<file path="src/pkg/mspc_map.vh">
// register map, field positions, reset values and timing counts of the
// metering scan and pulse configuration bank; definitions only.
`ifndef MSPC_MAP_VH
`define MSPC_MAP_VH

// byte offsets (16-bit words; 32-bit registers take two words, low first)
`define MSPC_SCAN_SLOT0_CFG 12'h010
`define MSPC_SCAN_SLOT7_CFG 12'h01e
`define MSPC_FRAME_TIME_CAL 12'h020
`define MSPC_VOLTAGE_SCALE 12'h022
`define MSPC_CURRENT_SCALE 12'h024
`define MSPC_POWER_SCALE 12'h026
`define MSPC_ENERGY_STEP_THRESHOLD 12'h028
`define MSPC_CHARGE_STEP_THRESHOLD 12'h02c
`define MSPC_CYCLES_PER_ENERGY 12'h030
`define MSPC_PULSE_OUTPUT_CFG 12'h032
`define MSPC_PULSE1_THRESHOLD 12'h034
`define MSPC_PULSE2_THRESHOLD 12'h038
`define MSPC_PULSE1_WIDTH 12'h03c
`define MSPC_PULSE2_WIDTH 12'h03e
`define MSPC_ALLPASS_COEF_FIRST 12'h054
`define MSPC_ALLPASS_COEF_SECOND 12'h056
`define MSPC_ZERO_CROSS_LOWPASS_COEF 12'h058
`define MSPC_CONVERSION_SPACING 12'h084

// word indices inside the bank
`define MSPC_IDX_SLOT0 5'd0
`define MSPC_IDX_FRAME 5'd8
`define MSPC_IDX_VSCALE 5'd9
`define MSPC_IDX_ISCALE 5'd10
`define MSPC_IDX_PSCALE 5'd11
`define MSPC_IDX_ESTEP 5'd12
`define MSPC_IDX_CSTEP 5'd14
`define MSPC_IDX_CYCLES 5'd16
`define MSPC_IDX_PULSE_OUTPUT_CFG 5'd17
`define MSPC_IDX_PULSE1_THRESHOLD 5'd18
`define MSPC_IDX_PULSE2_THRESHOLD 5'd20
`define MSPC_IDX_WID1 5'd22
`define MSPC_IDX_WID2 5'd23
`define MSPC_IDX_AP0 5'd24
`define MSPC_IDX_AP1 5'd25
`define MSPC_IDX_ZC 5'd26
`define MSPC_IDX_SPACING 5'd27
`define MSPC_NUM_WORDS 28

// reset values
`define MSPC_RST_SLOT0 16'h0301
`define MSPC_RST_SLOT1 16'h0003
`define MSPC_RST_SLOT2 16'h0505
`define MSPC_RST_SLOT3 16'h0207
`define MSPC_RST_SLOT4 16'h0409
`define MSPC_RST_SLOT5 16'h010b
`define MSPC_RST_SLOT6 16'h068d
`define MSPC_RST_SLOT7 16'h08af
`define MSPC_RST_FRAME 16'h07d0
`define MSPC_RST_VSCALE 16'h81f0
`define MSPC_RST_ISCALE 16'h17d8
`define MSPC_RST_PSCALE 16'h3539
`define MSPC_RST_ESTEP 32'h00841c2f
`define MSPC_RST_CSTEP 32'h11940000
`define MSPC_RST_CYCLES 16'h0001
`define MSPC_RST_PULSE_OUTPUT_CFG 16'h1707
`define MSPC_RST_THR 32'h019cd813
`define MSPC_RST_WIDTH 16'h186a
`define MSPC_RST_AP0 16'h3000
`define MSPC_RST_AP1 16'h5000
`define MSPC_RST_ZC 16'h1000
`define MSPC_RST_SPACING 16'h00c7

// field positions
`define MSPC_SLOT_CONN_MSB 3
`define MSPC_SLOT_CONN_LSB 1
`define MSPC_SLOT_SKIP_BIT 7
`define MSPC_SPACING_MSB 8
`define MSPC_P2_SRC_MSB 15
`define MSPC_P2_SRC_LSB 11
`define MSPC_P2_TERM_MSB 10
`define MSPC_P2_TERM_LSB 8
`define MSPC_P1_SRC_MSB 7
`define MSPC_P1_SRC_LSB 3
`define MSPC_P1_TERM_MSB 2
`define MSPC_P1_TERM_LSB 0
`define MSPC_CMD_WRITE_BIT 15

// scaling shifts
`define MSPC_VI_SHIFT 16
`define MSPC_PWR_SHIFT 26

// timing: one threshold count is 64 clocks, one width count is 8 us
`define MSPC_THR_CLOCKS_LOG2 6
`define MSPC_CLK_PERIOD_NS 8
`define MSPC_WIDTH_UNIT_NS 8000
`define MSPC_WIDTH_UNIT_CYCLES (`MSPC_WIDTH_UNIT_NS / `MSPC_CLK_PERIOD_NS)

`endif

</file>
<file path="src/hw/mspc_top.v">
// metering scan and pulse configuration bank with spi register port,
// scan sequencer, scaling, energy cycle counter and two pulse outputs.
// assumes a spi master in mode 0, sclk well below clk_i / 4.
//
// Function
// - slot bits 3:1 pick input IA,VA,IC,VC,IB,VB, neutral at 110.
// - frame time register holds scan frame duration in 0.1 us units.
// - reported voltage is voltage scale times rms voltage over 2^16.
// - reported current is current scale times rms current over 2^16.
// - reported power is power scale times current times voltage over 2^26.
// - 32-bit energy threshold sets energy accumulator step, default 0.0001 kWh.
// - 32-bit charge threshold sets amp-hour step, default 0.0001 kAh.
// - accumulate cycles_per_energy line cycles before each energy calculation.
// - pulse config bits 15:11 pick the second pulse source.
// - pulse config bits 10:8 enable each phase term for second pulse.
// - pulse config bits 7:3 pick the first pulse source.
// - pulse config bits 2:0 enable each phase term for first pulse.
// - first pulse threshold is 32 bits, one count is 64 clocks.
// - second pulse threshold is 32 bits, one count is 64 clocks.
// - first pulse width down-counter loads width register, default 50 ms.
// - second pulse width down-counter loads its register, default 50 ms.
// - slot bit 7 set skips that slot's conversion.
// - nine-bit conversion spacing is clocks between conversions minus one.
`include "mspc_map.vh"
`timescale 1ns/1ps
`default_nettype none

module mspc_top #(
    parameter WIDTH_UNIT = `MSPC_WIDTH_UNIT_CYCLES
) (
    input wire clk_i,
    input wire rst_n_i,
    input wire spi_sclk_i,
    input wire spi_ss_n_i,
    input wire spi_mosi_i,
    output reg spi_miso_o,
    output reg spi_miso_oe_o,
    output reg conv_start_o,
    output reg [2:0] conv_slot_o,
    output reg [2:0] conv_input_o,
    output reg [3:0] conv_mux_o,
    output reg [2:0] conv_gain_o,
    input wire [15:0] vrms_i,
    input wire [15:0] irms_i,
    output reg [15:0] volt_rep_o,
    output reg [15:0] curr_rep_o,
    output reg [21:0] pwr_rep_o,
    input wire line_cycle_i,
    output reg energy_calc_o,
    output reg [31:0] energy_step_o,
    output reg [31:0] charge_step_o,
    output reg [15:0] frame_time_o,
    output reg [4:0] first_pulse_source_o,
    output reg [4:0] second_pulse_source_o,
    input wire energy_valid_i,
    input wire [15:0] phase_e1_i,
    input wire [15:0] phase_e2_i,
    input wire [15:0] phase_e3_i,
    output reg pulse1_o,
    output reg pulse2_o
);

    // 32-bit defaults kept whole so each half is cut on purpose
    localparam [31:0] ESTEP_RST = `MSPC_RST_ESTEP;
    localparam [31:0] CSTEP_RST = `MSPC_RST_CSTEP;
    localparam [31:0] THR_RST = `MSPC_RST_THR;

    function [4:0] word_index;
        input [11:0] addr;
        begin
            if (addr >= `MSPC_SCAN_SLOT0_CFG && addr <= `MSPC_PULSE2_WIDTH)
                word_index = addr[5:1] - 5'd8;
            else if (addr == `MSPC_ALLPASS_COEF_FIRST)
                word_index = `MSPC_IDX_AP0;
            else if (addr == `MSPC_ALLPASS_COEF_SECOND)
                word_index = `MSPC_IDX_AP1;
            else if (addr == `MSPC_ZERO_CROSS_LOWPASS_COEF)
                word_index = `MSPC_IDX_ZC;
            else if (addr == `MSPC_CONVERSION_SPACING)
                word_index = `MSPC_IDX_SPACING;
            else
                word_index = 5'h1f;
        end
    endfunction

    function [15:0] reset_word;
        input [4:0] idx;
        begin
            case (idx)
                5'd0: reset_word = `MSPC_RST_SLOT0;
                5'd1: reset_word = `MSPC_RST_SLOT1;
                5'd2: reset_word = `MSPC_RST_SLOT2;
                5'd3: reset_word = `MSPC_RST_SLOT3;
                5'd4: reset_word = `MSPC_RST_SLOT4;
                5'd5: reset_word = `MSPC_RST_SLOT5;
                5'd6: reset_word = `MSPC_RST_SLOT6;
                5'd7: reset_word = `MSPC_RST_SLOT7;
                `MSPC_IDX_FRAME: reset_word = `MSPC_RST_FRAME;
                `MSPC_IDX_VSCALE: reset_word = `MSPC_RST_VSCALE;
                `MSPC_IDX_ISCALE: reset_word = `MSPC_RST_ISCALE;
                `MSPC_IDX_PSCALE: reset_word = `MSPC_RST_PSCALE;
                5'd12: reset_word = ESTEP_RST[15:0];
                5'd13: reset_word = ESTEP_RST[31:16];
                5'd14: reset_word = CSTEP_RST[15:0];
                5'd15: reset_word = CSTEP_RST[31:16];
                `MSPC_IDX_CYCLES: reset_word = `MSPC_RST_CYCLES;
                `MSPC_IDX_PULSE_OUTPUT_CFG: reset_word = `MSPC_RST_PULSE_OUTPUT_CFG;
                5'd18, 5'd20: reset_word = THR_RST[15:0];
                5'd19, 5'd21: reset_word = THR_RST[31:16];
                5'd22, 5'd23: reset_word = `MSPC_RST_WIDTH;
                `MSPC_IDX_AP0: reset_word = `MSPC_RST_AP0;
                `MSPC_IDX_AP1: reset_word = `MSPC_RST_AP1;
                `MSPC_IDX_ZC: reset_word = `MSPC_RST_ZC;
                `MSPC_IDX_SPACING: reset_word = `MSPC_RST_SPACING;
                default: reset_word = 16'h0000;
            endcase
        end
    endfunction

    reg [15:0] regs_q [0:`MSPC_NUM_WORDS-1];
    integer i;

    // pin synchronisers: stage 1 feeds stage 2 only
    // sclk gets a third stage for its edge detector
    reg [2:0] sclk_q;
    reg [1:0] ss_q, mosi_q;
    always @(posedge clk_i or negedge rst_n_i) begin
        if (!rst_n_i) begin
            sclk_q <= 3'h0;
            ss_q <= 2'h3;
            mosi_q <= 2'h0;
        end else begin
            sclk_q <= {sclk_q[1:0], spi_sclk_i};
            ss_q <= {ss_q[0], spi_ss_n_i};
            mosi_q <= {mosi_q[0], spi_mosi_i};
        end
    end
    wire sel = ~ss_q[1];
    wire sclk_rise = sel & sclk_q[1] & ~sclk_q[2];
    wire sclk_fall = sel & ~sclk_q[1] & sclk_q[2];

    // frame: 16-bit command (bit 15 write, 11:0 byte address), 16-bit data
    reg [5:0] bit_cnt_q;
    reg [15:0] shin_q, shout_q, cmd_q;
    wire [4:0] cmd_idx = word_index(cmd_q[11:0]);
    wire [15:0] rx_word = {shin_q[14:0], mosi_q[1]};
    wire [4:0] new_idx = word_index(rx_word[11:0]);
    wire do_write = sclk_rise && bit_cnt_q == 6'd31 && cmd_q[`MSPC_CMD_WRITE_BIT]
                    && cmd_idx != 5'h1f;

    always @(posedge clk_i or negedge rst_n_i) begin
        if (!rst_n_i) begin
            bit_cnt_q <= 6'h00;
            shin_q <= 16'h0000;
            shout_q <= 16'h0000;
            cmd_q <= 16'h0000;
            spi_miso_o <= 1'b0;
            spi_miso_oe_o <= 1'b0;
        end else begin
            spi_miso_oe_o <= sel;
            if (!sel) begin
                bit_cnt_q <= 6'h00;
                spi_miso_o <= 1'b0;
            end else if (sclk_rise) begin
                shin_q <= rx_word;
                bit_cnt_q <= (bit_cnt_q == 6'd31) ? 6'h00 : bit_cnt_q + 6'd1;
                if (bit_cnt_q == 6'd15) begin
                    cmd_q <= rx_word;
                    // unmapped addresses read as zero
                    shout_q <= (new_idx == 5'h1f) ? 16'h0000 : regs_q[new_idx];
                end
            end else if (sclk_fall && bit_cnt_q >= 6'd16) begin
                spi_miso_o <= shout_q[15];
                shout_q <= {shout_q[14:0], 1'b0};
            end
        end
    end

    always @(posedge clk_i or negedge rst_n_i) begin
        if (!rst_n_i) begin
            for (i = 0; i < `MSPC_NUM_WORDS; i = i + 1)
                regs_q[i] <= reset_word(i[4:0]);
        end else if (do_write) begin
            regs_q[cmd_idx] <= rx_word;
        end
    end

    wire [15:0] pulse_output_cfg = regs_q[`MSPC_IDX_PULSE_OUTPUT_CFG];
    wire [8:0] spacing = regs_q[`MSPC_IDX_SPACING][`MSPC_SPACING_MSB:0];

    // scan sequencer: one conversion slot every spacing+1 clocks
    reg [8:0] gap_q;
    reg [2:0] slot_q;
    wire [15:0] cur_slot = regs_q[slot_q];
    always @(posedge clk_i or negedge rst_n_i) begin
        if (!rst_n_i) begin
            gap_q <= 9'h000;
            slot_q <= 3'h0;
            conv_start_o <= 1'b0;
            conv_slot_o <= 3'h0;
            conv_input_o <= 3'h0;
            conv_mux_o <= 4'h0;
            conv_gain_o <= 3'h0;
        end else begin
            conv_start_o <= 1'b0;
            if (gap_q >= spacing) begin
                gap_q <= 9'h000;
                slot_q <= slot_q + 3'd1;
                conv_start_o <= ~cur_slot[`MSPC_SLOT_SKIP_BIT];
                conv_slot_o <= slot_q;
                conv_input_o <= cur_slot[`MSPC_SLOT_CONN_MSB:`MSPC_SLOT_CONN_LSB];
                conv_mux_o <= cur_slot[11:8];
                conv_gain_o <= cur_slot[6:4];
            end else begin
                gap_q <= gap_q + 9'd1;
            end
        end
    end

    // scaling of measured rms values
    wire [31:0] v_prod = regs_q[`MSPC_IDX_VSCALE] * vrms_i;
    wire [31:0] i_prod = regs_q[`MSPC_IDX_ISCALE] * irms_i;
    wire [47:0] p_prod = regs_q[`MSPC_IDX_PSCALE] * irms_i * vrms_i;

    // line cycle counter for energy calculation
    reg [15:0] cyc_q;
    wire [15:0] cyc_next = cyc_q + 16'd1;
    always @(posedge clk_i or negedge rst_n_i) begin
        if (!rst_n_i) begin
            cyc_q <= 16'h0000;
            energy_calc_o <= 1'b0;
            volt_rep_o <= 16'h0000;
            curr_rep_o <= 16'h0000;
            pwr_rep_o <= 22'h000000;
            energy_step_o <= 32'h00000000;
            charge_step_o <= 32'h00000000;
            frame_time_o <= 16'h0000;
            first_pulse_source_o <= 5'h00;
            second_pulse_source_o <= 5'h00;
        end else begin
            volt_rep_o <= v_prod[31:`MSPC_VI_SHIFT];
            curr_rep_o <= i_prod[31:`MSPC_VI_SHIFT];
            pwr_rep_o <= p_prod[47:`MSPC_PWR_SHIFT];
            energy_step_o <= {regs_q[`MSPC_IDX_ESTEP+1], regs_q[`MSPC_IDX_ESTEP]};
            charge_step_o <= {regs_q[`MSPC_IDX_CSTEP+1], regs_q[`MSPC_IDX_CSTEP]};
            frame_time_o <= regs_q[`MSPC_IDX_FRAME];
            first_pulse_source_o <= pulse_output_cfg[`MSPC_P1_SRC_MSB:`MSPC_P1_SRC_LSB];
            second_pulse_source_o <= pulse_output_cfg[`MSPC_P2_SRC_MSB:`MSPC_P2_SRC_LSB];
            energy_calc_o <= 1'b0;
            if (line_cycle_i) begin
                // a count of zero behaves as one
                if (cyc_next >= regs_q[`MSPC_IDX_CYCLES]) begin
                    cyc_q <= 16'h0000;
                    energy_calc_o <= 1'b1;
                end else begin
                    cyc_q <= cyc_next;
                end
            end
        end
    end

    // pulse channels: accumulate selected terms, fire at threshold * 64
    wire [2:0] term1 = pulse_output_cfg[`MSPC_P1_TERM_MSB:`MSPC_P1_TERM_LSB];
    wire [2:0] term2 = pulse_output_cfg[`MSPC_P2_TERM_MSB:`MSPC_P2_TERM_LSB];
    wire [17:0] inc1 = (term1[0] ? {2'b00, phase_e1_i} : 18'h0)
                     + (term1[1] ? {2'b00, phase_e2_i} : 18'h0)
                     + (term1[2] ? {2'b00, phase_e3_i} : 18'h0);
    wire [17:0] inc2 = (term2[0] ? {2'b00, phase_e1_i} : 18'h0)
                     + (term2[1] ? {2'b00, phase_e2_i} : 18'h0)
                     + (term2[2] ? {2'b00, phase_e3_i} : 18'h0);
    wire [37:0] lim1 = {regs_q[`MSPC_IDX_PULSE1_THRESHOLD+1], regs_q[`MSPC_IDX_PULSE1_THRESHOLD], 6'h00};
    wire [37:0] lim2 = {regs_q[`MSPC_IDX_PULSE2_THRESHOLD+1], regs_q[`MSPC_IDX_PULSE2_THRESHOLD], 6'h00};
    reg [38:0] acc1_q, acc2_q;
    wire [38:0] sum1 = acc1_q + {21'h0, energy_valid_i ? inc1 : 18'h0};
    wire [38:0] sum2 = acc2_q + {21'h0, energy_valid_i ? inc2 : 18'h0};
    wire hit1 = sum1 >= {1'b0, lim1};
    wire hit2 = sum2 >= {1'b0, lim2};

    // width timers tick every 8 us so 16 bits cover 50 ms and more
    reg [15:0] tick_q;
    reg [15:0] wid1_q, wid2_q;
    wire tick = tick_q == WIDTH_UNIT - 1;
    always @(posedge clk_i or negedge rst_n_i) begin
        if (!rst_n_i) begin
            tick_q <= 16'h0000;
            acc1_q <= 39'h0;
            acc2_q <= 39'h0;
            wid1_q <= 16'h0000;
            wid2_q <= 16'h0000;
            pulse1_o <= 1'b0;
            pulse2_o <= 1'b0;
        end else begin
            tick_q <= tick ? 16'h0000 : tick_q + 16'd1;
            acc1_q <= hit1 ? sum1 - {1'b0, lim1} : sum1;
            acc2_q <= hit2 ? sum2 - {1'b0, lim2} : sum2;
            // a threshold hit while a pulse runs restarts its width
            if (hit1)
                wid1_q <= regs_q[`MSPC_IDX_WID1];
            else if (tick && wid1_q != 16'h0000)
                wid1_q <= wid1_q - 16'd1;
            if (hit2)
                wid2_q <= regs_q[`MSPC_IDX_WID2];
            else if (tick && wid2_q != 16'h0000)
                wid2_q <= wid2_q - 16'd1;
            pulse1_o <= hit1 ? (regs_q[`MSPC_IDX_WID1] != 16'h0000) : (wid1_q != 16'h0000);
            pulse2_o <= hit2 ? (regs_q[`MSPC_IDX_WID2] != 16'h0000) : (wid2_q != 16'h0000);
        end
    end

endmodule // mspc_top

`default_nettype wire

</file>
<file path="config.mk">
export PLATFORM = sky130hd
export DESIGN_NAME = mspc_top
export DESIGN_NICKNAME = d
export VERILOG_FILES = /design/src/hw/mspc_top.v
export VERILOG_INCLUDE_DIRS = /design/src /design/src/pkg
export SDC_FILE = /design/constraint.sdc
export NUM_CORES = 2
export LEC_CHECK = 0
export ABC_CLOCK_PERIOD_IN_PS = 13500
export BUFFER_PORTS_ARGS = -buffer_cell sky130_fd_sc_hd__buf_2
export CAP_MARGIN = 20
export CORE_MARGIN = 2
export CORE_UTILIZATION = 25
export CTS_BUF_LIST = sky130_fd_sc_hd__clkbuf_4 sky130_fd_sc_hd__clkbuf_8
export DETAILED_ROUTE_END_ITERATION = 8
export GPL_TIMING_DRIVEN = 0
export HOLD_SLACK_MARGIN = 0.1
export SLEW_MARGIN = 40
export SYNTH_ARGS = -nofsm -noshare
export SYNTH_HDL_FRONTEND = slang
export SYNTH_SLANG_ARGS = --single-unit
</file>
<file path="constraint.sdc">
create_clock -name clk_i -period 13.5 [get_ports clk_i]
set_clock_uncertainty 0.1 [all_clocks]
set_input_delay 1.35 -clock clk_i [delete_from_list [all_inputs] [get_ports clk_i]]
set_output_delay 1.35 -clock clk_i [all_outputs]
set_load 0.01 [all_outputs]
</file>
; Word level (Yosys, flattened, before mapping)
; Cells that the tools add are included.
[op_classes]
addsub = 17
mul = 4
order_cmp = 13
n_eq_ne = 15
mux = 51
bitwise_logic = 11
n_reduce_logical = 22
[op_table]
columns = cell, n
row1 = bitwise mux 448 bit, 1
row2 = two-way mux 16 bit, 19
row3 = multiplier 16 x 16 -> 32 bit, 3
row4 = binary-select mux 16 bit (select 5 bit), 1
row5 = demux 16 bit (select 5 bit), 1
row6 = adder 39 x 18 -> 39 bit, 2
row7 = greater-or-equal comparator 39 x 38 -> 1 bit, 2
row8 = two-way mux 39 bit, 2
row9 = subtractor 39 x 38 -> 39 bit, 2
row10 = "== test 12 x 7 -> 1 bit, second input constant", 6
row11 = binary-select mux 16 bit (select 4 bit), 1
row12 = nonzero test 16 bit, 4
row13 = multiplier 32 x 16 -> 48 bit, 1
row14 = adder 17 x 16 -> 18 bit, 2
row15 = two-way mux 18 bit, 2
row16 = adder 16 x 16 -> 17 bit, 2
row17 = "adder 16 x 1 -> 16 bit, second input constant", 2
row18 = "subtractor 16 x 1 -> 16 bit, second input constant", 2
row19 = "== test 12 x 8 -> 1 bit, second input constant", 2
row20 = "greater-or-equal comparator 12 x 5 -> 1 bit, second input constant", 2
row21 = "less-or-equal comparator 12 x 6 -> 1 bit, second input constant", 2
row22 = two-way mux 12 bit, 2
row23 = two-way mux 3 bit, 8
row24 = two-way mux 6 bit, 3
row25 = other kinds (28), 59
[totals]
register_bits = 825
output_inout_bits = 163
elab_cells = 194

; Longest topological paths before layout
[depth]
depth_word = 13
ltp_mapped = 47
mapped_depth_nobuf = 45

; Worst setup path after synthesis
; Ideal clock, no wire load.
[synth_timing]
kind = in2reg
startpoint = input port irms_i[1]
endpoint = register pwr_rep_o[21]
arrival_time_ns = 12.241
path_slack_ns = 1.034
cell_stages = 44
path_buffers = 2
cell_sequence = clkbuf_1 -> nand2_1 -> fa_1 -> fa_1 -> inv_1 -> fa_1 -> inv_1 -> fa_1 -> inv_1 -> fa_1 -> inv_1 -> fa_1 -> inv_1 -> ha_1 -> a21oi_1 -> nand2_1 -> o2111ai_1 -> a31o_2 -> [8 not listed] -> fa_1 -> fa_1 -> inv_1 -> fa_1 -> fa_1 -> inv_1 -> fa_1 -> inv_1 -> ha_1 -> a21o_1 -> a21o_1 -> o31ai_1 -> nand2b_1 -> a21oi_1 -> o21ai_1 -> a311oi_1 -> o21bai_1 -> xnor2_1
[synth_between]
elab_chain_cells = 2
[synth_lines]
columns = item, line_no
row1 = start: declaration, mspc_top.v:44  ; input wire [15:0] irms_i,
row2 = multiplier 16 x 16 -> 32 bit, mspc_top.v:223  ; wire [47:0] p_prod = regs_q[`MSPC_IDX_PSCALE] * irms_i * vrms_i;
row3 = multiplier 32 x 16 -> 48 bit, mspc_top.v:223
row4 = named net p_prod[47], mspc_top.v:223
row5 = end signal: assignment, mspc_top.v:243  ; pwr_rep_o <= p_prod[47:`MSPC_PWR_SHIFT];
row6 = end: declaration, mspc_top.v:47  ; output reg [21:0] pwr_rep_o,
; The timed path passes the listed nets, and every way through them passes these cells.
; A chain may end at the register's enable or synchronous reset.

; Worst setup path in the final report
[layout_timing]
startpoint = register regs_q[261] (netlist name)
endpoint = register pwr_rep_o[21]
[layout_between]
elab_chain_cells = 2
[layout_lines]
columns = item, line_no
row1 = start: declaration, mspc_top.v:120  ; reg [15:0] regs_q [0:`MSPC_NUM_WORDS-1];
row2 = start signal: indexed assignment, mspc_top.v:182  ; regs_q[i] <= reset_word(i[4:0]);
row3 = start signal: indexed assignment, mspc_top.v:184  ; regs_q[cmd_idx] <= rx_word;
row4 = multiplier 16 x 16 -> 32 bit, mspc_top.v:223
row5 = multiplier 32 x 16 -> 48 bit, mspc_top.v:223
row6 = named net p_prod[47], mspc_top.v:223
; The timed path passes the listed nets, and every way through them passes these cells.

==> flow_metrics.py <==
metrics = {
    "status": {
        "status": "finished clean",
    },
    "setup_path": {
        "path_buf_inv": 6,
        "crit_required_ns": 14.22,
        "cpLargestDelayFamily": "adder cells",
        "reg2regPathDepth": 39,
        "crit_type": "reg -> reg",
        "cp_slowest_stage_delay_ns": 0.77,
        "arrival_ns": 13.63,
        "endpoint_kind": "register",
        "path_max_fanout": 10,
        "worstSetupStartpointType": "register",
        "rr_startpoint": "regs_q[261]",
        "slowest_stage": "dfstp_2",
        "reg2reg_slack_ns": 0.59,
        "worstReg2RegEnd": "pwr_rep_o[21]",
        "worst_path_most_repeated_cell": "fa_1",
    },
    "routing": {
        "wl_per_cell_um": 21.4,
        "drcViolationCount": 0,
        "vias": 64300,
        "highest_layer": "met5",
        "drt-total-wl_um": 290000,
        "wl_met2_um": 133000,
        "wl_met3_um": 24600,
        "wl_met1_um": 116000,
        "drt_iter0_drc": 5523,
        "drt-pass1-iter-count": 6,
        "vias_per_cell": 4.75,
        "ant_nets": 0,
    },
    "worst_hold_path": {
        "hp-start": "mosi_q[0]",
        "min_path_cells": 0,
        "min_path_type": "reg -> reg",
        "hold_end": "mosi_q[1]",
    },
    "yosys": {
        "syn_area_per_cell_sq_um": 9.59,
        "asyncSetResetFlopFracSynth_pct": 100,
        "synth_edf_count": 0,
        "synth_cells": 8614,
        "synth_warnings": 0,
        "ys_seq_area_share_pct": 25.1,
        "synth_ff_type": "dfrtp_1",
        "synth.ff_latch_count": 822,
        "synth_nets": 10300,
        "syn-cell-area_sq_mm": 0.0826,
        "ys_types": 81,
    },
    "final_layout": {
        "post-route-util_pct": 28.4,
        "fin_area_sq_mm": 0.0937,
        "nets": 10700,
        "area_growth_pct": 13.4,
        "drive_above_1_share_pct": 14.8,
    },
    "floorplan": {
        "die_y_um": 579,
        "row_count": 211,
        "die_area_sq_mm": 0.335,
        "start_util_pct": 25.1,
        "coreArea_sq_mm": 0.330,
        "ios": 250,
        "die_w_um": 579,
    },
    "timing": {
        "hold_viol_final": 0,
        "fmax_mhz": 77.5,
        "worst_slew_pin_slew_ns": 0.980,
        "rsz0062_at_grt": "no",
        "fin_crit_sh_pct": 95.6,
        "max_slew_margin_pct": 34.6,
        "fin_ws_ns": 0.590,
        "slew_violations": 0,
        "finalSetupTns_ns": 0,
        "period_needed_ns": 12.91,
        "setup_viol": 0,
    },
    "global_routing": {
        "grt_pass1_vias": 65300,
        "grt_util_all_layers_pct": 17.2,
        "overflow": 0,
        "antenna_found_initial": 26,
        "grt_max_degree": 102,
        "grt_pass1_wl_um": 428000,
    },
    "power": {
        "peakVddDrop_v": 0.000106,
        "pwr-share-comb_pct": 23.3,
        "clockPowerShare_pct": 41.0,
        "total_power_mw": 7.00,
        "internal_power_mw": 4.43,
        "p_leak_nw": 44.5,
        "p_seq_share_pct": 35.7,
        "netSwitchingPower_mw": 2.56,
        "swShare_pct": 36.6,
        "p_per_area_mw_per_mm2": 74.7,
    },
    "place": {
        "io_buffers": 240,
        "placed_area_sq_mm": 0.0899,
        "place_ws_ns": -2.28,
        "gp_congestion": 0.963,
        "dpl.hpwl_um": 230000,
    },
    "clock_network": {
        "cts_buffers": 154,
        "cts.sinks": 822,
        "worstSkewPairLatency_ns": 0.96,
        "root_buffer": "clkbuf_8",
        "htree_levels": 4,
        "clkSlewWorstSetupHoldPaths_ns": 0.06,
        "cts_tree": "yes",
        "cts_buffer_depth": 3,
    },
    "run": {
        "drv_cap": 0,
    },
}
## synthesized netlist by cell type, types with 55 or more instances
master	instances	area, sq um
inv_1	1274	4780
clkbuf_1	392	1470
mux4_2	57	1280
a21oi_1	233	1170
mux2_2	394	4440
xnor2_1	198	1730
nand2_1	1429	5360
ha_1	593	7420
dfrtp_1	690	17300
a31oi_1	55	344
and2_1	523	3270
nor2_1	249	935
nand3_1	138	691
a21o_1	74	556
and3_1	68	425
fa_1	1035	20700
dfstp_2	132	3470
nor3_1	55	275
o21ai_0	278	1390
xor2_1	90	788
## metrics by stage
step / hold slack, ns / instances
floorplan: 0.231 / 8614
global placement: 0.238 / 13200
global route: 0.269 / 13500
detailed placement: 0.241 / 13200
finish: 0.250 / 13500
CTS: 0.248 / 13500
## cells in the final DEF, fill, tap and decap left out, drive strengths merged, types with 55 or more instances in the layout
cell type / n
nand2: 1429
inv: 1287
fa: 1035
dfrtp: 690
clkbuf: 629
ha: 593
and2: 523
mux2: 394
buf: 327
o21ai: 283
nor2: 253
a21oi: 233
xnor2: 198
nand3: 138
dfstp: 132
xor2: 90
a21o: 74
and3: 68
nor3: 58
mux4: 57
a31oi: 55
## layer usage
layer,global-route usage (%),up-vias
met1,21.8,32600
li1,-,28300
met2,27.7,2673
met4,8.35,18
met3,3.78,615
met5,0,-
## cells by family (layout without fill, tap and decap cells)
logic type | Yosys count | count (layout) | synth area share (%)
xor+xnor | 288 | 288 | 3.05
flops | 822 | 822 | 25.1
mux | 488 | 488 | 7.37
other cells | 0 | 17 | 0
compound gates | 949 | 949 | 7.23
simple gates | 2707 | 2707 | 15.2
fa+ha+maj | 1628 | 1628 | 34.0
buf+inv | 1732 | 2269 | 7.98
## worst max-delay path by stage
stage | endpoint | slack [ns] | from | cells after the start
2_1_floorplan | pwr_rep_o[21] | 1.03 | irms_i[1] | 44
3_3_place_gp | pwr_rep_o[0] | -7.89 | rst_n_i | 1
3_5_place_dp | pwr_rep_o[21] | -2.28 | irms_i[1] | 46
4_1_cts | pwr_rep_o[21] | 0.008 | irms_i[6] | 46
5_1_grt | pwr_rep_o[21] | 0.08 | irms_i[1] | 46
6_report | pwr_rep_o[21] | 0.59 | regs_q[261] | 39
## sequential cells by signal (all words and copies together) (netlist names), 22 cells and up
name and cells:
charge_step_o 32, pwr_rep_o 22, lim2 32, acc2_q 39, energy_step_o 32, lim1 32, acc1_q 39, regs_q 368
## area by class of cell
| cell class | instances | area, sq um |
|---|---|---|
| Clock buffer | 247 | 3040 |
| Multi-Input combinational cell | 6060 | 55600 |
| Tap cell | 4366 | 5460 |
| Fill cell | 34700 | 236000 |
| Buffer | 451 | 1920 |
| Inverter | 1274 | 4780 |
| Sequential cell | 822 | 20700 |
| Timing Repair Buffer | 259 | 1560 |
| Antenna cell | 17 | 42.5 |
| Clock inverter | 38 | 574 |
## power by group through the flow
stage               registers, mW  logic [mW]  clock network [mW]
floorplan                    2.53       0.682                   0
global placement             2.54        1.51                   0
detailed placement           2.54        1.52                   0
CTS                          2.49        1.53                2.93
global route                 2.50        1.61                3.03
finish                       2.50        1.63                2.87
## what timing repair did
item | CTS | global route
resized for setup | 29 | 66
pin swaps | 1 | 2
setup buffers | 1 | 1
hold endpoints to repair | 21 | 0
setup endpoints to repair | 22 | 17
hold buffers | 1 | 0
No activity file was read; power rests on OpenSTA's default activity.
